[src/hioc_pkg.sv]
// package: register map, fields and timing for the request output stage
package hioc_pkg;
  localparam logic [7:0]  OFS_IDENTITY   = 8'h50;
  localparam logic [7:0]  OFS_PIN_CFG    = 8'h54;
  localparam logic [7:0]  OFS_STATUS     = 8'h58;
  localparam logic [7:0]  OFS_ENABLE     = 8'h5c;
  localparam int          POS_INTERVAL   = 24;
  localparam int          POS_RESTART    = 14;
  localparam int          POS_ACTIVE     = 13;
  localparam int          POS_MASTER     = 12;
  localparam int          POS_OUT_EN     = 8;
  localparam int          POS_POLARITY   = 4;
  localparam int          POS_DRIVER     = 0;
  localparam int          POS_WAKE       = 17;
  localparam logic [31:0] RST_STATUS     = 32'h0000_0000;
  localparam logic [31:0] RST_ENABLE     = 32'h0000_0000;
  localparam logic [7:0]  RST_INTERVAL   = 8'h00;
  localparam logic [15:0] DEF_DEVICE_ID  = 16'h5a5a;
  localparam logic [15:0] DEF_REVISION   = 16'h0001;
  localparam int          CLK_MHZ        = 250;
  localparam int          STEP_US        = 10;
  localparam int          STEP_CYCLES    = STEP_US * CLK_MHZ;
  localparam logic [31:0] STATUS_RW1C    = 32'h83bb_e700;
  typedef enum logic [1:0] {
    HIOC_IDLE = 2'b00,
    HIOC_HOLD = 2'b01
  } hioc_state_e;
endpackage : hioc_pkg

[src/hioc_tick.sv]
// ten microsecond step generator
`timescale 1ns/1ps
module hioc_tick #(
  parameter int STEP = hioc_pkg::STEP_CYCLES
) (
  input  wire logic clk_sys,
  input  wire logic rst,
  input  wire logic restart,
  output logic      tick
);
  import hioc_pkg::*;
  // sixteen-bit counter bounds the step length
  if (STEP < 2 || STEP > 65536)
  begin : g_step_check
    $error("step length out of range");
  end
  logic [15:0] count;
  always_ff @(posedge clk_sys or posedge rst)
  begin
    if (rst)
    begin
      count <= 16'h0000;
      tick  <= 1'b0;
    end
    else if (restart || count == 16'(STEP - 1))
    begin
      count <= 16'h0000;
      tick  <= !restart;
    end
    else
    begin
      count <= count + 16'h0001;
      tick  <= 1'b0;
    end
  end
endmodule : hioc_tick

[src/hioc_top.sv]
// request pin configuration, pending status, enable and identity registers
`timescale 1ns/1ps
// Notes on behaviour
// - eight-bit hold-off interval, ten microsecond steps
// - zero interval: disable, reset counter, release pending
// - new non-zero interval governs later interrupts
// - wake event bypasses hold-off entirely
// - restart bit clears counter, begins fresh interval
// - active bit reports hold-off, withholds pin
// - master bit shows internal line always
// - output enable clear keeps pin deasserted
// - polarity selects active level, survives soft reset
// - driver type open-drain or push-pull, survives
// - open-drain always active low, polarity ignored
// - identity register read-only, id and revision
// - writable registers decoded at 54h, 58h, 5ch
// - writing one clears pending bits set in STATUS_RW1C
// - survive-reset bits kept through soft reset
module hioc_top #(
  parameter logic [15:0] DEVICE_ID = hioc_pkg::DEF_DEVICE_ID,
  parameter logic [15:0] REVISION  = hioc_pkg::DEF_REVISION,
  parameter int          STEP      = hioc_pkg::STEP_CYCLES
) (
  input  wire logic        clk_sys,
  input  wire logic        rst,
  input  wire logic        soft_rst,
  input  wire logic [7:0]  reg_addr,
  input  wire logic        reg_wr,
  input  wire logic        reg_rd,
  input  wire logic [31:0] reg_wdata,
  input  wire logic [31:0] event_set,
  output logic      [31:0] reg_rdata,
  output logic             req_out,
  output logic             req_oe_n
);
  import hioc_pkg::*;
  // identity values arbitrary
  logic [7:0]  interval;
  logic        out_en;
  logic        polarity;
  logic        driver_pp;
  logic [31:0] status;
  logic [31:0] enable;
  logic [7:0]  steps;
  logic        master;
  logic        gated;
  logic        asserted;
  logic        restart_req;
  logic        tick;
  logic        wr_cfg;
  logic        wr_sts;
  logic        wr_en;
  logic [31:0] pending;
  hioc_state_e state;

  assign wr_cfg  = reg_wr && reg_addr == OFS_PIN_CFG;
  assign wr_sts  = reg_wr && reg_addr == OFS_STATUS;
  assign wr_en   = reg_wr && reg_addr == OFS_ENABLE;
  assign pending = status & enable;
  assign master  = |pending;
  assign restart_req = wr_cfg && reg_wdata[POS_RESTART];

  // config fields with soft reset, except survivors
  always_ff @(posedge clk_sys or posedge rst)
  begin
    if (rst)
    begin
      interval <= RST_INTERVAL;
      out_en   <= 1'b0;
    end
    else if (soft_rst)
    begin
      interval <= RST_INTERVAL;
      out_en   <= 1'b0;
    end
    else if (wr_cfg)
    begin
      interval <= reg_wdata[POS_INTERVAL +: 8];
      out_en   <= reg_wdata[POS_OUT_EN];
    end
  end

  // only a system reset clears these
  always_ff @(posedge clk_sys or posedge rst)
  begin
    if (rst)
    begin
      polarity  <= 1'b0;
      driver_pp <= 1'b0;
    end
    else if (wr_cfg)
    begin
      polarity  <= reg_wdata[POS_POLARITY];
      driver_pp <= reg_wdata[POS_DRIVER];
    end
  end

  // set wins over write-one clear
  always_ff @(posedge clk_sys or posedge rst)
  begin
    if (rst)
      status <= RST_STATUS;
    else if (soft_rst)
      status <= RST_STATUS | event_set;
    else if (wr_sts)
      status <= (status & ~(reg_wdata & STATUS_RW1C)) | event_set;
    else
      status <= status | event_set;
  end

  always_ff @(posedge clk_sys or posedge rst)
  begin
    if (rst)
      enable <= RST_ENABLE;
    else if (soft_rst)
      enable <= RST_ENABLE;
    else if (wr_en)
      enable <= reg_wdata;
  end

  hioc_tick #(
    .STEP (STEP)
  ) u_tick (
    .clk_sys (clk_sys),
    .rst     (rst),
    .restart (restart_req || state == HIOC_IDLE),
    .tick    (tick)
  );

  // hold-off sequencer
  always_ff @(posedge clk_sys or posedge rst)
  begin
    if (rst)
    begin
      state <= HIOC_IDLE;
      steps <= 8'h00;
    end
    else if (soft_rst || (wr_cfg && reg_wdata[POS_INTERVAL +: 8] == 8'h00))
    begin
      state <= HIOC_IDLE;
      steps <= 8'h00;
    end
    else if (restart_req)
    begin
      state <= HIOC_HOLD;
      steps <= 8'h00;
    end
    else
    begin
      case (state)
        HIOC_IDLE:
        begin
          // falling request after acknowledge opens hold-off
          if (asserted && !gated && interval != 8'h00)
          begin
            state <= HIOC_HOLD;
            steps <= 8'h00;
          end
        end
        HIOC_HOLD:
        begin
          if (tick)
          begin
            if (steps + 8'h01 >= interval)
            begin
              state <= HIOC_IDLE;
              steps <= 8'h00;
            end
            else
              steps <= steps + 8'h01;
          end
        end
        default:
        begin
          state <= HIOC_IDLE;
          steps <= 8'h00;
        end
      endcase
    end
  end

  // wake source ignores hold-off
  always_comb
  begin
    gated = 1'b0;
    if (out_en)
      gated = (master && state != HIOC_HOLD) || pending[POS_WAKE];
  end

  always_ff @(posedge clk_sys or posedge rst)
  begin
    if (rst)
    begin
      asserted <= 1'b0;
      req_out  <= 1'b1;
      req_oe_n <= 1'b1;
    end
    else
    begin
      asserted <= gated;
      if (!driver_pp)
      begin
        req_out  <= 1'b0;
        req_oe_n <= !gated;  // released pin floats high
      end
      else
      begin
        req_out  <= polarity ? gated : !gated;
        req_oe_n <= 1'b0;
      end
    end
  end

  always_ff @(posedge clk_sys or posedge rst)
  begin
    if (rst)
      reg_rdata <= 32'h0000_0000;
    else if (reg_rd)
    begin
      case (reg_addr)
        OFS_IDENTITY: reg_rdata <= {DEVICE_ID, REVISION};
        OFS_PIN_CFG:  reg_rdata <= {interval, 10'h000, state == HIOC_HOLD, master,
                                    3'h0, out_en, 3'h0, polarity, 3'h0, driver_pp};
        OFS_STATUS:   reg_rdata <= status;
        OFS_ENABLE:   reg_rdata <= enable;
        default:      reg_rdata <= 32'h0000_0000;
      endcase
    end
  end

  property p_zero_releases;
    @(posedge clk_sys) disable iff (rst)
    (wr_cfg && reg_wdata[31:24] == 8'h00 && !restart_req) |=> state == HIOC_IDLE;
  endproperty
  a_zero_releases: assert property (p_zero_releases) else $error("zero interval kept hold");

  property p_restart;
    @(posedge clk_sys) disable iff (rst)
    (restart_req && !soft_rst && reg_wdata[31:24] != 8'h00) |=> state == HIOC_HOLD && steps == 8'h00;
  endproperty
  a_restart: assert property (p_restart) else $error("restart missed");

  property p_disabled_pin;
    @(posedge clk_sys) disable iff (rst)
    !out_en |=> !asserted;
  endproperty
  a_disabled_pin: assert property (p_disabled_pin) else $error("pin asserted while disabled");

  property p_open_drain_low;
    @(posedge clk_sys) disable iff (rst)
    (!driver_pp && gated) |=> !req_out && !req_oe_n;
  endproperty
  a_open_drain_low: assert property (p_open_drain_low) else $error("open drain not low");

  property p_wake_bypass;
    @(posedge clk_sys) disable iff (rst)
    (out_en && pending[POS_WAKE]) |=> asserted;
  endproperty
  a_wake_bypass: assert property (p_wake_bypass) else $error("wake held off");

  property p_hold_withholds;
    @(posedge clk_sys) disable iff (rst)
    (state == HIOC_HOLD && !pending[POS_WAKE]) |=> !asserted;
  endproperty
  a_hold_withholds: assert property (p_hold_withholds) else $error("hold leaked");

  property p_survive;
    @(posedge clk_sys) disable iff (rst)
    (soft_rst && !wr_cfg) |=> polarity == $past(polarity) && driver_pp == $past(driver_pp);
  endproperty
  a_survive: assert property (p_survive) else $error("survivor bit lost");

  property p_clear_one;
    @(posedge clk_sys) disable iff (rst)
    (wr_sts && !soft_rst && reg_wdata[POS_WAKE] && !event_set[POS_WAKE]) |=> !status[POS_WAKE];
  endproperty
  a_clear_one: assert property (p_clear_one) else $error("write one did not clear");
endmodule : hioc_top

[config.mk]
export PLATFORM = sky130hd
export DESIGN_NAME = hioc_top
export DESIGN_NICKNAME = d
export VERILOG_FILES = /design/src/hioc_pkg.sv /design/src/hioc_tick.sv /design/src/hioc_top.sv
export SDC_FILE = /design/constraint.sdc
export NUM_CORES = 1
export LEC_CHECK = 0
export BUFFER_PORTS_ARGS = -buffer_cell sky130_fd_sc_hd__buf_2
export CAP_MARGIN = 5
export CORE_AREA = 8 8 115 117
export DETAILED_ROUTE_END_ITERATION = 6
export DIE_AREA = 0 0 123 125
export PLACE_DENSITY_LB_ADDON = 0.1
export SLEW_MARGIN = 20
export SYNTH_ARGS = -nofsm -noshare
export SYNTH_HDL_FRONTEND = slang
export SYNTH_SLANG_ARGS = --single-unit
[constraint.sdc]
create_clock -name clk_sys -period 5.18 [get_ports clk_sys]
set_input_delay 0.259 -clock clk_sys [delete_from_list [all_inputs] [get_ports clk_sys]]
set_output_delay 0.259 -clock clk_sys [all_outputs]
set_load 0.05 [all_outputs]
==> flow_metrics.env <==
export IMPL_end_kind="flip-flop"
export IMPL_startpoint="reg_addr[7]"
export IMPL_nNetsFinal=792
export IMPL_synth_area_um2=6260
export IMPL_setup_tns_final_ns=0
export IMPL_multi_input_area_um2=2550
export IMPL_cp_arrival_ns=3.09
export IMPL_io_buffers=110
export IMPL_max_cap_violations=0
export IMPL_cts_tree="yes"
export IMPL_setup_ws_ns=2.40
export IMPL_synth_edf_count=0
export IMPL_grt_first_pass_wirelength_um=28000
export IMPL_power_total_uw=2510
export IMPL_ys_types=50
export IMPL_synth_top_flop_cell="dfrtp_1"
export IMPL_dp_slack_ns=2.01
export IMPL_seq_area_um2=3410
export IMPL_max_slew_margin=0.340
export IMPL_cp_start_kind="input pin"
export IMPL_cts_buffers=17
export IMPL_netlist_instances=605
export IMPL_dpl_hpwl_um=12000
export IMPL_grt_usage=0.234
export IMPL_routed_wl_um=17500
export IMPL_clk_latency_ns=0.43
export IMPL_cts_root_buf="clkbuf_16"
export IMPL_drv_slew=0
export IMPL_power_switching_uw=578
export IMPL_hp_class="in -> async"
export IMPL_cts_hold_buf=2
export IMPL_fin_crit_sh=0.537
export IMPL_dr_total_vias=5174
export IMPL_p_int_uw=1930
export IMPL_leakage_uw=0.00350
export IMPL_clock_power_share=0.497
export IMPL_crit_required_ns=5.49
export IMPL_status="finished clean"
export IMPL_grt_overflow=0
export IMPL_grt_pass1_vias=5264
export IMPL_die_h_um=125
export IMPL_r2r_start="steps[0]"
export IMPL_powerDensity_nw_per_um2=333
export IMPL_yosysWarnings=0
export IMPL_final_cells=865
export IMPL_antenna_found_initial=1
export IMPL_p_comb_frac=0.059
export IMPL_start_util=0.540
export IMPL_synthesis_nets=692
export IMPL_placed_cells=831
export IMPL_wl_per_cell_um=20.2
export IMPL_core_area_um2=11600
export IMPL_drtIter0Drc=397
export IMPL_p_seq_frac=0.443
export IMPL_ys_ff_latch=136
export IMPL_switching_share=0.230
export IMPL_path_max_fanout=17
export IMPL_post_cts_repair_setup_buffers=0
export IMPL_fin_util=0.648
export IMPL_cts_sinks=136
export IMPL_synth_seq_area_share=0.544
export IMPL_pin_count=111
export IMPL_cts_max_level=4
export IMPL_ir_worst_vdd_uv=265
export IMPL_gp_congestion=0.809
export IMPL_synth_avg_cell_area_um2=10.4
export IMPL_routed_via_density=5.98
export IMPL_layout_min_cycle_time_ns=2.78
export IMPL_path_clk_slew_ns=0.06
export IMPL_cts_buffer_depth=2
export IMPL_worstMarginPinSlew_ns=0.990
export IMPL_placementRows=40
export IMPL_cts_resized=0
export IMPL_criticalPathCategory="in -> reg"
export IMPL_drc=0
export IMPL_dieArea_um2=15400
export IMPL_antennaDiodeCount=0
export IMPL_final_hold_viol_count=0
export IMPL_finalClockSkew_ns=0.00839
export IMPL_detail_route_antenna_nets=0
export IMPL_drt_first_pass_iters=5
export IMPL_grt_max_degree=68
export IMPL_drive_gt1_frac=0.244
export IMPL_setup_viol=0
export IMPL_fillers=963
export IMPL_chipWidth_um=123
export IMPL_area_growth_synth_to_final_pct=20.2
export IMPL_async_flop_share=1.00
export IMPL_rsz0062_at_grt="no"
export IMPL_max_freq_ghz=0.359
-- flip-flops by register name (all words and copies together), names as in the netlist --
register and cells:
u_tick.count 16, polarity 1, steps 8, out_en 1, interval 8, asserted 1
reg_rdata 32, enable 32, u_tick.tick 1, state 1, status 32, req_out 1
req_oe_n 1, driver_pp 1
-- Yosys cell counts, types with 9 or more instances --
library cell  count  share of area
a21oi_1          22          0.018
o22ai_1          22          0.022
xnor2_1           9          0.013
ha_1             10          0.020
a21o_1           18          0.022
nor2_1           26          0.016
inv_1            45          0.027
clkbuf_1         24          0.014
dfrtp_1         134           0.54
xor2_1           11          0.015
nand2_1          67          0.040
a22oi_1          38          0.046
and3_1           13          0.013
a31o_2           15          0.021
nand3_1          22          0.018
o21ai_0          16          0.013
a22o_1           32          0.045
-- power groups by stage --
| stage | Clock (uW) | Combinational [uW] | Sequential (uW) |
|---|---|---|---|
| after global placement | 0 | 145 | 1130 |
| final | 1250 | 149 | 1110 |
| after CTS | 1260 | 150 | 1110 |
| after detailed placement | 0 | 148 | 1130 |
| after floorplan | 0 | 80.6 | 1130 |
| after global routing | 1300 | 165 | 1120 |
-- critical path: stages --
cell	delay, ns
buf_2	0.09
nor2b_1	0.14
and3_1	0.57
and3b_1	0.71
and2_0	0.87
nand2_1	0.15
a31o_2	0.28
-- cell families after synthesis --
group,after synthesis,share of synthesized area
flip-flops,136,0.544
buffers and inverters,80,0.0503
XOR/XNOR,20,0.0280
AO/OA/AOI/OAI,187,0.217
AND/OR/NAND/NOR,165,0.129
multiplexers,7,0.0128
adder cells (fa/ha/maj),10,0.0200
-- layer usage --
layer,routed length [um],track usage,up-vias
met4,295,0.0850,2
met2,8550,0.364,176
met1,7440,0.308,2593
li1,-,-,2377
met5,13,0,-
met3,1190,0.0608,26
-- per-stage QoR --
stage,hold WS (ns),cell area [um2]
final,0.0110,7530
after floorplan,0.351,6260
after global routing,0.00364,7530
after CTS,0.0000527,7530
after global placement,0.436,6890
after detailed placement,0.440,6890
-- final timing paths --
| kind | slack [ns] | end | cells after the start |
|---|---|---|---|
| setup / recovery | 2.40 | status[16] | 7 |
| hold / removal | 0.01 | u_tick.count[9] | 2 |
| setup reg to reg | 2.43 | steps[0] | 11 |
| hold reg to reg | 0.50 | u_tick.count[0] | 1 |
| max in group asynchronous | 4.19 | status[23] | 3 |
| min in group clk_sys | 0.01 | status[4] | 2 |
-- layout make-up --
class | count | area share
Sequential cell | 136 | 0.452
Inverter | 45 | 0.0228
Timing Repair Buffer | 116 | 0.0798
Clock buffer | 20 | 0.0620
Tap cell | 147 | 0.0244
Multi-Input combinational cell | 389 | 0.339
Clock inverter | 12 | 0.0198
-- cell usage in the layout, fill, tap and decap left out, types with 4 or more instances in the layout --
| cell | instances |
|---|---|
| nor2b_1 | 5 |
| clkbuf_16 | 17 |
| o211ai_1 | 5 |
| a22oi_1 | 38 |
| inv_1 | 43 |
| clkinvlp_4 | 4 |
| and3_1 | 13 |
| buf_2 | 110 |
| xnor2_1 | 9 |
| a31o_2 | 15 |
| buf_4 | 4 |
| nor2_1 | 25 |
| mux2_2 | 4 |
| a22o_1 | 32 |
| dfrtp_1 | 134 |
| xor2_1 | 11 |
| a21oi_1 | 21 |
| nand2b_1 | 8 |
| nand3_1 | 22 |
| ha_1 | 10 |
| a21o_1 | 18 |
| clkinv_2 | 4 |
| o21ai_0 | 16 |
| o22ai_1 | 22 |
| nand4_1 | 6 |
| o2111ai_1 | 5 |
| nand2_1 | 67 |
(Power assumes the default switching activity.)
